[src/ascp_defines.svh]
// Constants for the serial command port: command fields, special bytes and counts
`ifndef ASCP_DEFINES_SVH
`define ASCP_DEFINES_SVH

`define ASCP_CAL_BIT7       7
`define ASCP_CAL_BIT6       6
`define ASCP_PTR_HI         5
`define ASCP_PTR_LO         3
`define ASCP_TYPE_HI        2
`define ASCP_TYPE_LO        0
`define ASCP_RESYNC_FIRST   8'hff
`define ASCP_RESYNC_FINAL   8'hfe
`define ASCP_NULL_BYTE      8'h00
`define ASCP_CAL_SELF_OFS   3'h1
`define ASCP_CAL_SELF_GAIN  3'h2
`define ASCP_CAL_SYS_OFS    3'h5
`define ASCP_CAL_SYS_GAIN   3'h6
`define ASCP_CONV_MASK      8'h87
`define ASCP_CONV_CODE      8'h80
`define ASCP_CONV_REPEAT    6
`define ASCP_REG_MASK       8'h07
`define ASCP_REG_WR_SETUP   8'h05
`define ASCP_REG_WR_CFG     8'h03
`define ASCP_DATA_BITS      32
`define ASCP_DATA_CNT_RST   6'h00
`define ASCP_BIT_CNT_RST    3'h0

`endif

[src/ascp_pkg.sv]
// Types shared by the serial command port modules
package ascp_pkg;

    // Port decoder states, one-hot
    typedef enum logic [3:0] {
        ASCP_ST_CMD    = 4'b0001,
        ASCP_ST_DATA   = 4'b0010,
        ASCP_ST_RESYNC = 4'b0100,
        ASCP_ST_IDLE   = 4'b1000
    } ascp_state_e;

    // Calibration kinds as decoded
    typedef enum logic [2:0] {
        ASCP_CAL_NONE      = 3'h0,
        ASCP_CAL_SELF_OFS  = 3'h1,
        ASCP_CAL_SELF_GAIN = 3'h2,
        ASCP_CAL_SYS_OFS   = 3'h5,
        ASCP_CAL_SYS_GAIN  = 3'h6
    } ascp_cal_e;

endpackage

[src/ascp_buf2.sv]
// Two-entry buffer with valid and ready on both sides
`timescale 1ns/100ps
`default_nettype none

module ascp_buf2
    import ascp_pkg::*;
#(
    parameter int WIDTH = 32
)
(
    // Clock and reset
    input  wire logic             clk_i,
    input  wire logic             resetn_i,
    input  wire logic             ce_i,
    // Fill side
    input  wire logic             in_valid_i,
    output logic                  in_ready_o,
    input  wire logic [WIDTH-1:0] in_data_i,
    // Drain side
    output logic                  out_valid_o,
    input  wire logic             out_ready_i,
    output logic [WIDTH-1:0]      out_data_o
);

    typedef struct packed {
        logic [1:0][WIDTH-1:0] mem;       // Entry 0 is always the head
        logic [1:0]            count;
        logic                  has_data;  // Registered copy of count != 0
        logic                  full;      // Registered copy of count == 2
    } ascp_buf_s;

    ascp_buf_s st_ff;
    ascp_buf_s nxt_st;
    logic      push;
    logic      pop;

    // Handshakes and next contents; the head never moves, so outputs come from flops
    always_comb
    begin
        nxt_st = st_ff;
        push   = in_valid_i && !st_ff.full;
        pop    = out_ready_i && st_ff.has_data;
        if (pop)
        begin
            nxt_st.mem[0] = st_ff.mem[1];
        end
        if (push)
        begin
            if ((st_ff.count == 2'h0) || pop)
            begin
                nxt_st.mem[0] = in_data_i;
            end
            else
            begin
                nxt_st.mem[1] = in_data_i;
            end
        end
        nxt_st.count    = st_ff.count + {1'b0, push} - {1'b0, pop};
        nxt_st.has_data = (nxt_st.count != 2'h0);
        nxt_st.full     = (nxt_st.count == 2'h2);
    end

    // State register
    always_ff @(posedge clk_i or negedge resetn_i)
    begin
        if (!resetn_i)
        begin
            st_ff <= '0;
        end
        else if (ce_i)
        begin
            st_ff <= nxt_st;
        end
    end

    assign in_ready_o  = !st_ff.full;      // Full refuses
    assign out_valid_o = st_ff.has_data;   // Empty shows nothing
    assign out_data_o  = st_ff.mem[0];

    chk_buf_stall_hold : assert property (@(posedge clk_i) disable iff (!resetn_i)
        ce_i && out_valid_o && !out_ready_i |=> out_valid_o && $stable(out_data_o))
        else $error("buffered word lost during a stall");

endmodule

`default_nettype wire

[src/ascp_port.sv]
// Serial command port: pin sampling, command decode, data shifting, buffered output
//
// How it works
// - Pointer 000..111 selects setup one to eight for the calibration.
// - Byte of all ones starts the port resynchronisation.
// - Byte 0xfe ends resynchronisation; port then expects a command.
// - Null byte clears the port flag, continuous conversion stays on.
// - Port accepts traffic only while chip select is low.
// - With chip select tied low the port still works on three wires.
// - Commands and write data enter bit by bit on serial input.
// - Read-back and conversion data leave on serial output.
// - Serial output is released whenever chip select is high.
// - Clock edges while deselected are ignored.
// - Bits shift only on serial clock transitions.
// - After a register command 32 data bits move, then command mode.
`timescale 1ns/100ps
`default_nettype none
`include "ascp_defines.svh"

module ascp_port
    import ascp_pkg::*;
#(
    parameter int DATA_BITS = `ASCP_DATA_BITS
)
(
    // Clock, reset, enable
    input  wire logic                 clk_i,
    input  wire logic                 resetn_i,
    input  wire logic                 ce_i,
    // Serial pins
    input  wire logic                 cs_n_i,
    input  wire logic                 sclk_i,
    input  wire logic                 sdi_i,
    output logic                      sdo_o,
    output logic                      sdo_oe_o,
    // Read-back word from the core
    input  wire logic [DATA_BITS-1:0] rd_data_i,
    // Conversion data from the core
    input  wire logic                 conv_valid_i,
    input  wire logic [DATA_BITS-1:0] conv_data_i,
    // Received register write data to the core
    output logic                      wr_valid_o,
    input  wire logic                 wr_ready_i,
    output logic [DATA_BITS-1:0]      wr_data_o,
    output logic [7:0]                wr_cmd_o,
    // Calibration request
    output logic                      cal_start_o,
    output logic [2:0]                setup_pointer_o,
    output logic [2:0]                calibration_type_o,
    // Conversion request and port flag
    output logic                      conv_start_o,
    output logic                      repeat_conversion_select_o,
    output logic                      port_flag_o,
    // Status
    output logic                      resync_active_o
);

    typedef struct packed {
        logic [1:0]           cs_sync;
        logic [1:0]           sclk_sync;
        logic [1:0]           sdi_sync;
        logic                 sclk_prev;
        ascp_state_e          state;
        logic [7:0]           shreg;
        logic [2:0]           bit_cnt;
        logic [5:0]           data_cnt;
        logic                 data_write;
        logic [7:0]           cmd;
        logic [DATA_BITS-1:0] word;
        logic                 push;
        logic                 sdo;
        logic                 sdo_oe;
        logic                 cal_start;
        logic [2:0]           setup_pointer;
        logic [2:0]           cal_type;
        logic                 conv_start;
        logic                 repeat_sel;
        logic                 port_flag;
        logic                 resync;
    } ascp_port_s;

    ascp_port_s st_ff;
    ascp_port_s nxt_st;
    logic       buf_in_ready;
    logic       buf_out_valid;
    logic [DATA_BITS-1:0] buf_out_data;

    // Calibration byte test, used by the decoder and the checks
    function automatic logic is_cal_cmd(input logic [7:0] b);
        logic [2:0] t;
        t = b[`ASCP_TYPE_HI:`ASCP_TYPE_LO];
        is_cal_cmd = b[`ASCP_CAL_BIT7] && !b[`ASCP_CAL_BIT6]
            && (t == `ASCP_CAL_SELF_OFS || t == `ASCP_CAL_SELF_GAIN
                || t == `ASCP_CAL_SYS_OFS || t == `ASCP_CAL_SYS_GAIN);
    endfunction

    // Register access bytes: bit7 clear, low field names a register
    function automatic logic is_reg_cmd(input logic [7:0] b);
        is_reg_cmd = !b[7] && (b != `ASCP_NULL_BYTE);
    endfunction

    logic       sclk_rise;
    logic       sclk_fall;
    logic       selected;
    logic [7:0] byte_in;

    // Edge finding on the synchronised clock, gated by chip select
    assign selected  = !st_ff.cs_sync[1];
    assign sclk_rise = selected && st_ff.sclk_sync[1] && !st_ff.sclk_prev;
    assign sclk_fall = selected && !st_ff.sclk_sync[1] && st_ff.sclk_prev;
    assign byte_in   = {st_ff.shreg[6:0], st_ff.sdi_sync[1]};

    // Decoder and shifter
    always_comb
    begin
        nxt_st            = st_ff;
        nxt_st.cs_sync    = {st_ff.cs_sync[0], cs_n_i};
        nxt_st.sclk_sync  = {st_ff.sclk_sync[0], sclk_i};
        nxt_st.sdi_sync   = {st_ff.sdi_sync[0], sdi_i};
        nxt_st.sclk_prev  = st_ff.sclk_sync[1];
        nxt_st.cal_start  = 1'b0;
        nxt_st.conv_start = 1'b0;
        nxt_st.push       = 1'b0;
        nxt_st.sdo_oe     = selected;
        if (!selected)
        begin
            nxt_st.sdo = 1'b0;
        end
        // Output data changes on the falling edge
        if (sclk_fall && st_ff.state == ASCP_ST_DATA && !st_ff.data_write)
        begin
            nxt_st.sdo  = st_ff.word[DATA_BITS-1];
            nxt_st.word = {st_ff.word[DATA_BITS-2:0], 1'b0};
        end
        // Input bits are taken on the rising edge
        if (sclk_rise)
        begin
            case (st_ff.state)
                ASCP_ST_CMD, ASCP_ST_RESYNC, ASCP_ST_IDLE:
                begin
                    nxt_st.shreg   = byte_in;
                    nxt_st.bit_cnt = st_ff.bit_cnt + 3'h1;
                    if (st_ff.bit_cnt == 3'h7)
                    begin
                        nxt_st.state = ASCP_ST_CMD;
                        if (byte_in == `ASCP_RESYNC_FIRST)
                        begin
                            nxt_st.state  = ASCP_ST_RESYNC;
                            nxt_st.resync = 1'b1;
                        end
                        else if (byte_in == `ASCP_RESYNC_FINAL)
                        begin
                            nxt_st.resync = 1'b0;
                        end
                        else if (st_ff.state == ASCP_ST_RESYNC)
                        begin
                            nxt_st.state = ASCP_ST_RESYNC;
                        end
                        else if (byte_in == `ASCP_NULL_BYTE)
                        begin
                            nxt_st.port_flag = 1'b0;
                        end
                        else if (is_cal_cmd(byte_in))
                        begin
                            nxt_st.cal_start     = 1'b1;
                            nxt_st.setup_pointer = byte_in[`ASCP_PTR_HI:`ASCP_PTR_LO];
                            nxt_st.cal_type      = byte_in[`ASCP_TYPE_HI:`ASCP_TYPE_LO];
                            nxt_st.repeat_sel    = 1'b0;
                        end
                        else if ((byte_in & `ASCP_CONV_MASK) == `ASCP_CONV_CODE)
                        begin
                            nxt_st.conv_start    = 1'b1;
                            nxt_st.setup_pointer = byte_in[`ASCP_PTR_HI:`ASCP_PTR_LO];
                            nxt_st.repeat_sel    = byte_in[`ASCP_CONV_REPEAT];
                            nxt_st.port_flag     = byte_in[`ASCP_CONV_REPEAT];
                        end
                        else if (is_reg_cmd(byte_in))
                        begin
                            nxt_st.state      = ASCP_ST_DATA;
                            nxt_st.cmd        = byte_in;
                            nxt_st.data_cnt   = `ASCP_DATA_CNT_RST;
                            nxt_st.data_write = !byte_in[3];
                            nxt_st.word       = rd_data_i;
                        end
                    end
                end
                ASCP_ST_DATA:
                begin
                    nxt_st.data_cnt = st_ff.data_cnt + 6'h1;
                    if (st_ff.data_write)
                    begin
                        nxt_st.word = {st_ff.word[DATA_BITS-2:0], st_ff.sdi_sync[1]};
                    end
                    if (st_ff.data_cnt == 6'(DATA_BITS - 1))
                    begin
                        nxt_st.state   = ASCP_ST_CMD;
                        nxt_st.bit_cnt = `ASCP_BIT_CNT_RST;
                        nxt_st.push    = st_ff.data_write;
                    end
                end
                default:
                begin
                    nxt_st.state = ASCP_ST_CMD;
                end
            endcase
        end
        // Conversion words ride out in continuous mode when the port is idle in command mode
        if (conv_valid_i && st_ff.state == ASCP_ST_CMD && st_ff.bit_cnt == 3'h0
            && st_ff.repeat_sel && !sclk_rise)
        begin
            nxt_st.word       = conv_data_i;
            nxt_st.state      = ASCP_ST_DATA;
            nxt_st.data_write = 1'b0;
            nxt_st.data_cnt   = `ASCP_DATA_CNT_RST;
        end
        // Receiver stall: hold a finished write until the buffer takes it
        if (st_ff.push && !buf_in_ready)
        begin
            nxt_st.push = 1'b1;
        end
    end

    // State register with clock enable
    always_ff @(posedge clk_i or negedge resetn_i)
    begin
        if (!resetn_i)
        begin
            st_ff           <= '0;
            st_ff.cs_sync   <= 2'b11;
            st_ff.sclk_sync <= 2'b00;
            st_ff.state     <= ASCP_ST_CMD;
        end
        else if (ce_i)
        begin
            st_ff <= nxt_st;
        end
    end

    // Write words pass a two-entry buffer toward the core
    ascp_buf2 #(
        .WIDTH (DATA_BITS)
    ) u_buf (
        .clk_i       (clk_i),
        .resetn_i    (resetn_i),
        .ce_i        (ce_i),
        .in_valid_i  (st_ff.push),
        .in_ready_o  (buf_in_ready),
        .in_data_i   (st_ff.word),
        .out_valid_o (buf_out_valid),
        .out_ready_i (wr_ready_i),
        .out_data_o  (buf_out_data)
    );

    // Outputs straight from flip-flops
    assign sdo_o                      = st_ff.sdo;
    assign sdo_oe_o                   = st_ff.sdo_oe;
    assign wr_valid_o                 = buf_out_valid;
    assign wr_data_o                  = buf_out_data;
    assign wr_cmd_o                   = st_ff.cmd;
    assign cal_start_o                = st_ff.cal_start;
    assign setup_pointer_o            = st_ff.setup_pointer;
    assign calibration_type_o         = st_ff.cal_type;
    assign conv_start_o               = st_ff.conv_start;
    assign repeat_conversion_select_o = st_ff.repeat_sel;
    assign port_flag_o                = st_ff.port_flag;
    assign resync_active_o            = st_ff.resync;

    // Checks
    chk_sdo_release : assert property (@(posedge clk_i) disable iff (!resetn_i)
        $past(ce_i) && $past(st_ff.cs_sync[1]) |-> !sdo_oe_o)
        else $error("serial output driven while deselected");

    chk_desel_no_shift : assert property (@(posedge clk_i) disable iff (!resetn_i)
        ce_i && st_ff.cs_sync[1] |=> $stable(st_ff.shreg))
        else $error("shift while deselected");

    chk_cal_fields : assert property (@(posedge clk_i) disable iff (!resetn_i)
        cal_start_o |-> is_cal_cmd({2'b10, setup_pointer_o, calibration_type_o}))
        else $error("calibration pulse with bad type");

    chk_cal_pointer : assert property (@(posedge clk_i) disable iff (!resetn_i)
        $past(ce_i) && cal_start_o |-> setup_pointer_o == $past(byte_in[5:3], 1))
        else $error("setup pointer mismatch");

    chk_resync_enter : assert property (@(posedge clk_i) disable iff (!resetn_i)
        ce_i && sclk_rise && st_ff.state != ASCP_ST_DATA && st_ff.bit_cnt == 3'h7
        && byte_in == `ASCP_RESYNC_FIRST |=> resync_active_o)
        else $error("resync not entered");

    chk_resync_exit : assert property (@(posedge clk_i) disable iff (!resetn_i)
        ce_i && sclk_rise && st_ff.state == ASCP_ST_RESYNC && st_ff.bit_cnt == 3'h7
        && byte_in == `ASCP_RESYNC_FINAL |=> !resync_active_o && st_ff.state == ASCP_ST_CMD)
        else $error("resync not left");

    chk_null_flag : assert property (@(posedge clk_i) disable iff (!resetn_i)
        ce_i && sclk_rise && st_ff.state == ASCP_ST_CMD && st_ff.bit_cnt == 3'h7
        && byte_in == `ASCP_NULL_BYTE |=> !port_flag_o && $stable(repeat_conversion_select_o))
        else $error("null byte handling wrong");

    chk_data_end : assert property (@(posedge clk_i) disable iff (!resetn_i)
        ce_i && sclk_rise && st_ff.state == ASCP_ST_DATA && st_ff.data_cnt == 6'(DATA_BITS - 1)
        |=> st_ff.state == ASCP_ST_CMD)
        else $error("port stuck after data word");

endmodule

`default_nettype wire

[config.mk]
export PLATFORM = sky130hd
export DESIGN_NAME = ascp_port
export DESIGN_NICKNAME = d
export VERILOG_FILES = /design/src/ascp_pkg.sv /design/src/ascp_buf2.sv /design/src/ascp_port.sv
export VERILOG_INCLUDE_DIRS = /design/src /design/src/src
export SDC_FILE = /design/constraint.sdc
export NUM_CORES = 1
export LEC_CHECK = 0
export BUFFER_PORTS_ARGS = -buffer_cell sky130_fd_sc_hd__buf_4
export CORE_MARGIN = 8
export CORE_UTILIZATION = 45
export DETAILED_ROUTE_END_ITERATION = 6
export PLACE_DENSITY = 0.66
export SYNTH_ARGS = -nofsm -noshare
export SYNTH_HDL_FRONTEND = slang
export SYNTH_SLANG_ARGS = --single-unit
[constraint.sdc]
create_clock -name clk_i -period 2.9 [get_ports clk_i]
set_input_delay 0.435 -clock clk_i [delete_from_list [all_inputs] [get_ports clk_i]]
set_output_delay 0.435 -clock clk_i [all_outputs]
set_load 0.005 [all_outputs]
## Yosys cells after proc, flatten, opt, wreduce, memory -nomap -nowiden

Index checks and enable logic that the tools add are counted.

| cells by class | value |
|---|---|
| reduce and logical (&&, ||, !) cells | 57 |
| eq/ne operators | 31 |
| bitwise logic cells | 7 |
| add/subtract/negate cells | 4 |
| muxes and demuxes | 55 |

Operators with widths:

| cell | count |
|---|---|
| 2-to-1 mux 47 bit | 8 |
| 2-to-1 mux 32 bit | 6 |
| case mux 32 bit (2 select lines) | 1 |
| 2-to-1 mux 63 bit | 1 |
| 2-to-1 mux 4 bit | 9 |
| 2-to-1 mux 11 bit | 3 |
| AND reduction 11 bit | 3 |
| 2-to-1 mux 10 bit | 3 |
| AND reduction 9 bit | 3 |
| != test 3 bit (second input constant) | 8 |
| nonzero test 2 bit | 10 |
| 2-to-1 mux 9 bit | 2 |
| case mux 9 bit (2 select lines) | 1 |
| equality test 8 bit (second input constant) | 2 |
| logical AND 1 bit | 16 |
| 2-to-1 mux 3 bit | 5 |
| != test 2 x 1 -> 1 bit (second input constant) | 7 |
| 2-to-1 mux 1 bit | 12 |
| equality test 3 bit (second input constant) | 3 |
| logical NOT 1 bit | 9 |
| equality test 4 bit (second input constant) | 2 |
| logical NOT 8 bit | 1 |
| 2-to-1 mux 8 bit | 1 |
| case mux 4 bit (2 select lines) | 1 |
| other kinds (26) | 37 |

| storage, ports and cells | value |
|---|---|
| word-level logic and storage cells | 180 |
| bits of input ports | 72 |
| flip-flop bits (word level) | 151 |
| output and inout port bits | 54 |

## Logic depth before layout (Yosys ltp)

Gate-level depths: netlist (run 1).

| depth | value |
|---|---|
| depth after elaboration | 17 |
| depth in mapped cells | 11 |

## Modules after synthesis

From an unflattened synthesis (run 1), not the netlist that was laid out.

| second synthesis, totals | value |
|---|---|
| cells, all modules | 804 |
| area total of the unflattened synthesis | 8515.7 um^2 |

Modules (own cells, without submodules):

| module | times used | cells an instance | area an instance (um^2) |
|---|---|---|---|
| ascp_port | 1 | 535 | 5094.9 |
| ascp_buf2 | 1 | 269 | 3420.8 |

## Least setup slack after synthesis (run 1)

No wires, ideal clock.

| timing | value |
|---|---|
| kind | register to register |
| start | reg st_ff[72] (netlist name) |
| end | reg st_ff[54] (netlist name) |
| cell stages (with the launch flop) | 9 |
| path slack | 0.480 ns |
| buffers on the path | 2 |
| clock period less this slack | 2.420 ns |
| data arrival time | 2.292 ns |
| required time | 2.772 ns |
| cells stage by stage | dfstp_2 > buf_4 > or3b_1 > buf_2 > or3_4 > a21oi_4 > nand2_2 > nor3_2 > mux2_1 |

| on the way | value |
|---|---|
| longest elaborated chain between the ends | 7 |

Ends and longest elaborated chain:

| item | line | RTL |
|---|---|---|
| start, declared | ascp_port.sv:82 | `ascp_port_s st_ff;` |
| start signal, assigned | ascp_port.sv:235 | `st_ff <= nxt_st;` |
| equality test 4 x 1 -> 1 bit | ascp_port.sv:138, ascp_port.sv:208 |  |
| logical AND 1 bit (2 in a row) | ascp_port.sv:208 | `if (conv_valid_i && st_ff.state == ASCP_ST_CMD && st_ff.bit_cnt == 3'h0` |
| logical AND 1 bit (2 in a row) | ascp_port.sv:209 | `&& st_ff.repeat_sel && !sclk_rise)` |
| != test 2 x 1 -> 1 bit (no source line) / nonzero test 2 bit (equally long branches) | -- |  |
| AND reduction 11 bit (no source line) | -- |  |

Several ways; a longest one is shown, not always the timed one.
A chain may end at the register's enable or synchronous reset.

## Final worst setup path (run 1)

Same ends and word-level chain as after synthesis.

==> results of run 1 <==
==> cell families (layout without fill, tap and decap cells) <==
family	count (synthesis)	after routing
xor+xnor	6	6
mux	101	101
fa+ha+maj	6	6
simple gates	228	228
buf+inv	119	190
compound gates	256	256
flops	149	149
==> state kept, by name, indices dropped and copies added (netlist names) <==
name and flops:
st_ff 48, u_buf.st_ff 35, u_buf.out_data_o 32, byte_in 8, wr_cmd_o 8, nxt_st 4, calibration_type_o 3, setup_pointer_o 3
cal_start_o 1, conv_start_o 1, port_flag_o 1, repeat_conversion_select_o 1, resync_active_o 1, sdo_o 1, sdo_oe_o 1, u_buf.out_valid_o 1
==> power by group <==
part | leakage [uW] | total (uW) | switching (uW) | internal, uW
logic | 0.00218 | 2300 | 1200 | 1100
registers | 0.00187 | 3180 | 633 | 2540
clock network | 0.000283 | 2200 | 904 | 1300
==> stage by stage <==
step / area, um2 / std cells / util [%] / hold slack [ns] / setup WS [ns]
2_1_floorplan: 8254 / 865 / - / 0.1394 / 0.4800
3_3_place_gp: 9076 / 1132 / 50.53 / 0.4330 / 0.4774
3_5_place_dp: 9076 / 1132 / 50.53 / 0.4241 / 0.4209
4_1_cts: 9679 / 1165 / 53.88 / 0.2344 / 0.4096
5_1_grt: 9679 / 1165 / 53.88 / 0.2425 / 0.3032
6_report: 9679 / 1165 / 53.88 / 0.2477 / 0.4155
==> critical path, cell delays in order (launching register included) <==
cell and delay [ns]:
dfstp_2 0.63, or3b_1 0.39, or3_4 0.44, a21oi_4 0.21, nand2_2 0.14, nor3_2 0.21
mux2_1 0.35
==> timing repair <==
action	4_1_cts	5_1_grt
endpoints found under the hold margin	54	0
setup endpoints to repair	0	0
hold buffers	1	0
==> cells in the mapped netlist, types with 2 or more instances <==
master,instances,area share [%]
mux2i_1,40,4.9
nand2_1,79,3.6
xor2_1,3,0.32
a31oi_1,20,1.5
dfstp_2,3,0.96
a21o_1,2,0.18
or4_1,2,0.18
ha_1,6,0.91
xnor2_1,3,0.32
or2_2,4,0.30
a31o_2,4,0.42
buf_2,15,0.91
dfrtp_1,146,44
nor3b_1,3,0.27
o21ai_1,11,0.67
o32a_1,9,1.1
nor3_1,2,0.12
o22ai_1,41,3.1
and3_1,2,0.15
inv_1,9,0.41
and4_1,4,0.42
o21ai_0,28,1.7
a221oi_1,4,0.42
a211oi_1,9,0.82
nor3_2,2,0.24
nand2_2,2,0.15
o31ai_1,21,1.9
clkbuf_1,43,2.0
buf_4,49,4.5
a21oi_1,88,5.3
or3_1,5,0.38
o211ai_1,5,0.45
buf_1,2,0.091
or3b_2,2,0.21
nand2b_1,2,0.15
nor2b_1,3,0.23
nor2_1,93,4.2
nand3_1,9,0.55
mux2_2,60,8.2
nor4_1,2,0.15
nand4_1,3,0.23
a32o_1,3,0.36
==> cells in the final DEF, fill, tap and decap left out, types with 3 or more instances in the layout <==
cell        instances
o31ai_1            21
nand2_1            79
clkinvlp_4          3
clkinv_4            5
a221oi_1            4
nor2_1             92
a32o_1              3
xor2_1              3
mux2i_1            40
o32a_1              9
or3_1               5
a31oi_1            20
o22ai_1            41
dfrtp_1           146
nand4_1             3
or2_2               4
a211oi_1            9
inv_1               9
mux2_2             60
buf_4             145
clkbuf_16          17
o211ai_1            5
nor2b_1             3
o21ai_0            28
and4_1              4
a31o_2              4
a21oi_1            87
xnor2_1             3
o21ai_1            11
dfstp_2             3
ha_1                6
nand3_1             9
==> final timing paths <==
| check | cells after the start | end |
|---|---|---|
| worst max-delay path | 6 | st_ff[54] |
| worst min-delay path | 2 | nxt_st[82] |
| worst max register to register | 6 | st_ff[54] |
| worst min register to register | 1 | st_ff[60] |
| max in group asynchronous | 3 | nxt_st[82] |
| min in group asynchronous | 2 | u_buf.out_data_o[12] |
==> routing by layer <==
layer	wire (um)	vias to the layer above	GRT usage [%]
li1	-	3209	-
met1	9753	3212	26.66
met2	10040	226	29.04
met3	1805	34	5.408
met4	493	0	7.175
met5	0	-	0
==> area by class of cell <==
| class | instances | area, um2 | share of cell area [%] |
|---|---|---|---|
| clock buffer | 18 | 439.2 | 4.537 |
| clock inverter | 14 | 153.9 | 1.590 |
| inverter | 9 | 33.78 | 0.3490 |
| multi-input combinational | 597 | 3884 | 40.12 |
| sequential | 149 | 3732 | 38.56 |
| tap | 229 | 286.5 | 2.960 |
| timing repair buffer | 149 | 1150 | 11.88 |
==> results.sh, run 1 <==
export IMPL_coreArea_um2=17960
export IMPL_timing_final_crit_share_pct=85.67
export IMPL_clk_path_buf_depth=2
export IMPL_crit_type="reg -> reg"
export IMPL_ys_async_sr_fraction_pct=100.0
export IMPL_fin_skew_ns=0.008401
export IMPL_reg2reg_slack_ns=0.42
export IMPL_setup_violations_final=0
export IMPL_drt_wl_total_um=22090
export IMPL_firstDrtPassIters=7
export IMPL_drc=9
export IMPL_place_gp_congestion=0.8584
export IMPL_yosys_warnings=0
export IMPL_n_antenna_cell=0
export IMPL_cp_end_kind="register"
export IMPL_antenna_found_initial=0
export IMPL_synth_xor_area_share_pct=0.6367
export IMPL_syn_area_um2=8254
export IMPL_grt_pass1_vias=6707
export IMPL_ys_flop_type="dfrtp_1"
export IMPL_min_delay_start="cs_n_i"
export IMPL_root_buffer="clkbuf_16"
export IMPL_path_max_fanout=14
export IMPL_relSlewSlack_pct=52.77
export IMPL_io_buffers=125
export IMPL_synth_adder_area_share_pct=0.9095
export IMPL_cp_startpoint="st_ff[72]"
export IMPL_failed_checks="design-rule violations"
export IMPL_synth_edf_count=0
export IMPL_final_layout_size_suffix_gt1_share_pct=28.85
export IMPL_clkLatencyLatePin_ns=0.42
export IMPL_yosys_register_bits=149
export IMPL_cts_clk_slew_worst_paths_ns=0.06
export IMPL_arrival_ns=2.78
export IMPL_powerDensity_nw_per_um2=793.2
export IMPL_r2r_start="st_ff[72]"
export IMPL_slew_violations=0
export IMPL_fp_dieH_um=151.4
export IMPL_synth_compound_area_share_pct=19.36
export IMPL_htreeDepth=4
export IMPL_io_pins=126
export IMPL_status="complete, but fails checks"
export IMPL_peakVddDrop_mv=0.4895
export IMPL_critPathRequiredTime_ns=3.20
export IMPL_hold_viol_final=0
export IMPL_hpwl_um=15470
export IMPL_grt_overflow_total=0
export IMPL_synth_nets=943
export IMPL_routed_via_count=6681
export IMPL_seq_area_frac_synth_pct=45.22
export IMPL_yosys_area_share_simple_pct=12.75
export IMPL_grt_pass1_wl_um=35310
export IMPL_synth_avg_cell_area_um2=9.542
export IMPL_synth_cell_type_count=64
export IMPL_cts_buffers=17
export IMPL_fmax_mhz=402.5
export IMPL_drtAntennaViolNets=0
export IMPL_tightestPinTransition_ns=0.7084
export IMPL_total_power_uw=7678
export IMPL_power_leakage_uw=0.004331
export IMPL_row_count=49
export IMPL_cts_tree="built"
export IMPL_die_area_um2=22930
export IMPL_vias_per_cell=5.735
export IMPL_grt_max_degree=66
export IMPL_synthToLayoutAreaGrowth_pct=17.27
export IMPL_finalCriticalPeriod_ns=2.484
export IMPL_wire_per_inst_um=18.96
export IMPL_synthMuxAreaShare_pct=13.17
export IMPL_synth_top_family_by_area="compound AO/OA/AOI/OAI gates"
export IMPL_fin_tns_setup_ns=0
export IMPL_worst_setup_path_start_kind="register"
export IMPL_postCtsSetupBuffers=0
export IMPL_synthCells=865
export IMPL_drt_iter0_drc=419
export IMPL_start_util_pct=45.95
export IMPL_cap_viol_max_count=0
export IMPL_cts_resized=0
export IMPL_die_x_um=151.4
export IMPL_holdCritPathClass="in -> reg"
export IMPL_nFillCells=1596
export IMPL_rsz0062_at_grt="false"
export IMPL_nets=1001
export IMPL_track_usage_pct=19.54
export IMPL_clock_sinks=149
No activity file was read; power rests on OpenSTA's default activity.
==> run 2, diff against run 1 <==
==> constraint.sdc (replaced) <==
create_clock -name clk_i -period 2.9 [get_ports clk_i]
set_input_delay 0.58 -clock clk_i [delete_from_list [all_inputs] [get_ports clk_i]]
set_output_delay 0.58 -clock clk_i [all_outputs]
set_load 0.005 [all_outputs]
==> results.sh, run 2 (synthesized netlist as in run 1, its figures left out) <==
export IMPL_grt_pass1_vias=6639
export IMPL_worst_setup_path_start_kind="register"
export IMPL_coreArea_um2=17960
export IMPL_track_usage_pct=19.68
export IMPL_status="finished clean"
export IMPL_place_ws_ns=0.4220
export IMPL_cts_clk_slew_worst_paths_ns=0.06
export IMPL_hold_viol_final=0
export IMPL_place_gp_congestion=0.8627
export IMPL_worst_slack_ns=0.3899
export IMPL_start_util_pct=45.95
export IMPL_htreeDepth=4
export IMPL_total_power_uw=7752
export IMPL_root_buffer="clkbuf_16"
export IMPL_holdCritPathClass="in -> async"
export IMPL_clk_path_buf_depth=2
export IMPL_final_common_cell="buf_4"
export IMPL_drt_iter0_drc=399
export IMPL_grt_max_degree=65
export IMPL_antenna_found_initial=0
export IMPL_arrival_ns=2.83
export IMPL_cap_viol_max_count=0
export IMPL_relSlewSlack_pct=44.72
export IMPL_row_count=49
export IMPL_max_flop_register="st_ff"
export IMPL_wire_per_inst_um=18.91
export IMPL_finalCriticalPeriod_ns=2.510
export IMPL_drc=0
export IMPL_hpwl_um=15490
export IMPL_nets=1003
export IMPL_routed_via_count=6629
export IMPL_io_buffers=125
export IMPL_largest_reg_flops=48
export IMPL_peakVddDrop_mv=0.5635
export IMPL_drtAntennaViolNets=0
export IMPL_clock_sinks=149
export IMPL_fmax_mhz=398.4
export IMPL_firstDrtPassIters=5
export IMPL_final_layout_size_suffix_gt1_share_pct=28.78
export IMPL_cp_startpoint="st_ff[72]"
export IMPL_clkLatencyLatePin_ns=0.44
export IMPL_reg2reg_slack_ns=0.39
export IMPL_rsz0062_at_grt="false"
export IMPL_critPathRequiredTime_ns=3.22
export IMPL_fp_dieH_um=151.4
export IMPL_io_pins=126
export IMPL_slew_violations=0
export IMPL_r2r_end="st_ff[31]"
export IMPL_power_leakage_uw=0.004345
export IMPL_r2r_start="st_ff[72]"
export IMPL_finish_utilization_pct=54.07
export IMPL_final_cell_mix="147 x buf_4, 146 x dfrtp_1, 92 x nor2_1"
export IMPL_drt_wl_total_um=22060
export IMPL_cts_buffers=17
export IMPL_vias_per_cell=5.680
export IMPL_die_x_um=151.4
export IMPL_cp_end_kind="register"
export IMPL_cts_hold_buffers_added=0
export IMPL_crit_type="reg -> reg"
export IMPL_grt_overflow_total=0
export IMPL_rr_worst_depth=5
export IMPL_cts_tree="built"
export IMPL_setup_violations_final=0
export IMPL_postCtsSetupBuffers=0
export IMPL_fin_skew_ns=0.01225
export IMPL_hold_ws_ns=0.1294
export IMPL_fin_tns_setup_ns=0
export IMPL_tightestPinTransition_ns=0.8262
export IMPL_powerDensity_nw_per_um2=798.1
export IMPL_n_antenna_cell=0
export IMPL_synthToLayoutAreaGrowth_pct=17.67
export IMPL_grt_pass1_wl_um=35370
export IMPL_timing_final_crit_share_pct=86.56
export IMPL_die_area_um2=22930
export IMPL_cts_resized=0
export IMPL_path_max_fanout=24
==> run 2: cell types whose count changed in the layout (fill, tap and decap cells not counted), sizes merged <==
cell         before  now
dlygate4sd3       1    0
bufinv            2    3
inv              11   10
buf             148  151
clkinvlp          3    4
clkinv            7    3
clkbuf           18   21
==> run 2: metal layers <==
metal	up-vias	wire, um	track usage [%]
li1	3211	-	-
met2	180	9959	29.58
met5	-	0	0
met4	0	367	6.977
met3	29	1717	6.364
met1	3209	10020	26.10
==> run 2: through the flow <==
step	instances	cell area, um2
floorplan	865	8254
global placement	1135	9111
detailed placement	1135	9111
CTS	1167	9713
global route	1167	9713
finish	1167	9713
==> run 2: critical path: stages (launching register included) <==
cell	delay, ns
dfstp_2	0.64
or3b_1	0.39
or3_4	0.44
nand2_2	0.43
o22ai_1	0.18
o32a_1	0.32
==> run 2: how the worst max path moves through the flow <==
stage | to | slack [ns]
6_report | st_ff[31] | 0.39
3_3_place_gp | st_ff[29] | 0.45
2_1_floorplan | st_ff[54] | 0.48
3_5_place_dp | st_ff[31] | 0.42
5_1_grt | st_ff[54] | 0.23
4_1_cts | st_ff[54] | 0.40
==> run 2: layout make-up <==
class	count	area (um2)
fill	1659	8250
multi-input combinational	597	3884
sequential	149	3732
timing repair buffer	151	1175
clock buffer	21	450.4
tap	229	286.5
clock inverter	11	151.4
inverter	9	33.78
==> run 2: where the power goes <==
| group | internal [uW] | leakage (uW) | switching, uW |
|---|---|---|---|
| combinational | 1100 | 0.00220 | 1200 |
| clock | 1380 | 0.000280 | 887 |
| sequential | 2540 | 0.00187 | 638 |
| total | 5020 | 0.00435 | 2730 |
==> run 3, diff against run 2 <==
--- a/config.mk
+++ b/config.mk
@@ -7,10 +7,11 @@
 export NUM_CORES = 1
 export LEC_CHECK = 0
 export BUFFER_PORTS_ARGS = -buffer_cell sky130_fd_sc_hd__buf_4
-export CORE_MARGIN = 8
+export CORE_MARGIN = 5
 export CORE_UTILIZATION = 45
 export DETAILED_ROUTE_END_ITERATION = 6
 export PLACE_DENSITY = 0.66
+export RECOVER_POWER = 100
 export SYNTH_ARGS = -nofsm -noshare
 export SYNTH_HDL_FRONTEND = slang
 export SYNTH_SLANG_ARGS = --single-unit
==> results.sh, run 3 (synthesized netlist as in run 1, its figures left out) <==
export IMPL_status="finished clean"
export IMPL_final_common_cell="dfrtp_1"
export IMPL_tightestPinTransition_ns=1.399
export IMPL_fp_dieH_um=145.4
export IMPL_r2r_end="st_ff[56]"
export IMPL_finalCriticalPeriod_ns=2.606
export IMPL_cts_buffers=17
export IMPL_cts_resized=0
export IMPL_place_gp_congestion=0.8538
export IMPL_cap_viol_max_count=0
export IMPL_timing_final_crit_share_pct=89.88
export IMPL_setup_violations_final=0
export IMPL_hpwl_um=15130
export IMPL_power_switching_uw=2711
export IMPL_final_layout_size_suffix_gt1_share_pct=26.97
export IMPL_cts_tree="built"
export IMPL_clock_sinks=149
export IMPL_total_power_uw=7674
export IMPL_grt_overflow_total=0
export IMPL_clk_path_buf_depth=2
export IMPL_grt_pass1_wl_um=35960
export IMPL_firstDrtPassIters=5
export IMPL_cts_hold_buffers_added=0
export IMPL_r2r_start="byte_in[4]"
export IMPL_final_cells=1167
export IMPL_holdCritPathClass="in -> reg"
export IMPL_switching_share_pct=35.33
export IMPL_htreeDepth=4
export IMPL_crit_type="reg -> reg"
export IMPL_die_x_um=145.4
export IMPL_reg2reg_slack_ns=0.29
export IMPL_hold_depth=2
export IMPL_grt_pass1_vias=6636
export IMPL_place_ws_ns=0.4453
export IMPL_power_frac_seq_pct=41.2
export IMPL_grt_max_degree=53
export IMPL_worst_slack_ns=0.2935
export IMPL_postCtsSetupBuffers=0
export IMPL_drtAntennaViolNets=0
export IMPL_coreArea_um2=18020
export IMPL_fmax_mhz=383.7
export IMPL_min_delay_start="sclk_i"
export IMPL_fin_skew_ns=0.01033
export IMPL_fin_tns_setup_ns=0
export IMPL_io_pins=126
export IMPL_path_max_fanout=21
export IMPL_intPower_uw=4962
export IMPL_power_frac_comb_pct=29.6
export IMPL_slew_violations=0
export IMPL_power_frac_clock_pct=29.2
export IMPL_hold_viol_final=0
export IMPL_antenna_found_initial=0
export IMPL_start_util_pct=45.79
export IMPL_cts_clk_slew_worst_paths_ns=0.06
export IMPL_dp_cells=1135
export IMPL_drc=0
export IMPL_root_buffer="clkbuf_16"
export IMPL_relSlewSlack_pct=6.765
export IMPL_rr_worst_depth=6
export IMPL_largest_reg_flops=48
export IMPL_track_usage_pct=20.65
export IMPL_clkLatencyLatePin_ns=0.43
export IMPL_row_count=49
export IMPL_final_cell_mix="146 x dfrtp_1, 92 x nor2_1, 87 x a21oi_1"
export IMPL_cp_end_kind="register"
export IMPL_arrival_ns=2.88
export IMPL_power_leakage_uw=0.004279
export IMPL_max_flop_register="st_ff"
export IMPL_io_buffers=125
export IMPL_routed_via_count=6701
export IMPL_rsz0062_at_grt="false"
export IMPL_worst_setup_path_start_kind="register"
export IMPL_powerDensity_nw_per_um2=797.3
export IMPL_critPathRequiredTime_ns=3.18
export IMPL_worstHoldEndpoint="nxt_st[80]"
export IMPL_vias_per_cell=5.742
export IMPL_wire_per_inst_um=18.70
export IMPL_n_antenna_cell=0
export IMPL_nets=1003
export IMPL_peakVddDrop_mv=0.5472
export IMPL_drt_iter0_drc=467
export IMPL_die_area_um2=21150
export IMPL_drt_wl_total_um=21820
export IMPL_synthToLayoutAreaGrowth_pct=16.60
[run 3: cell types whose count changed in the layout (fill, tap and decap cells not counted), sizes merged]
cell	change
clkinv	+1
clkinvlp	-1
clkbuf	+65
buf	-65
[run 3: cell type report]
| class | instances | area, um2 |
|---|---|---|
| Clock buffer | 21 | 440.4 |
| Clock inverter | 11 | 152.6 |
| Fill cell | 1659 | 8401 |
| Inverter | 9 | 33.78 |
| Multi-Input combinational cell | 597 | 3871 |
| Sequential cell | 149 | 3732 |
| Tap cell | 229 | 286.5 |
| Timing Repair Buffer | 151 | 1107 |
[run 3: worst max-delay path, cell delays in order (launching register included)]
cell and delay, ns:
dfrtp_1 0.43, or4_1 0.58, o21bai_2 0.20, buf_4 0.30
nor2_1 0.09, o31ai_1 0.66, o21ai_0 0.19
[run 3: worst max path at each step]
stage,to,slack [ns],from,cells after the start
floorplan,st_ff[54],0.48,st_ff[72],8
finish,st_ff[56],0.29,byte_in[4],6
global placement,st_ff[18],0.50,nxt_st[76],6
CTS,st_ff[31],0.43,nxt_st[76],6
global route,st_ff[58],0.14,byte_in[4],7
detailed placement,st_ff[27],0.45,st_ff[72],7
[run 3: power groups by stage]
stage / logic [uW] / registers, uW / clock network (uW)
after global routing: 2560 / 3250 / 2390
after global placement: 2260 / 3170 / 0
after detailed placement: 2310 / 3190 / 0
final: 2270 / 3160 / 2240
after floorplan: 1830 / 2950 / 0
after CTS: 2320 / 3160 / 2290
[run 3: through the flow]
stage | hold WS (ns) | utilization [%] | cell area (um2)
after floorplan | 0.2844 | - | 8254
after global placement | 0.4615 | 50.55 | 9111
after detailed placement | 0.4688 | 50.55 | 9111
after CTS | 0.1113 | 53.84 | 9704
after global routing | 0.3658 | 53.39 | 9624
final | 0.3821 | 53.39 | 9624
[run 3: layer usage]
layer	share of wire, %	global-route usage (%)	vias to the layer above	wire length, um
met4	2.0	7.043	0	443
met1	47	28.82	3251	10160
met3	7.1	6.478	34	1539
met2	44	30.56	208	9679
li1	-	-	3208	-
met5	0	0	-	0
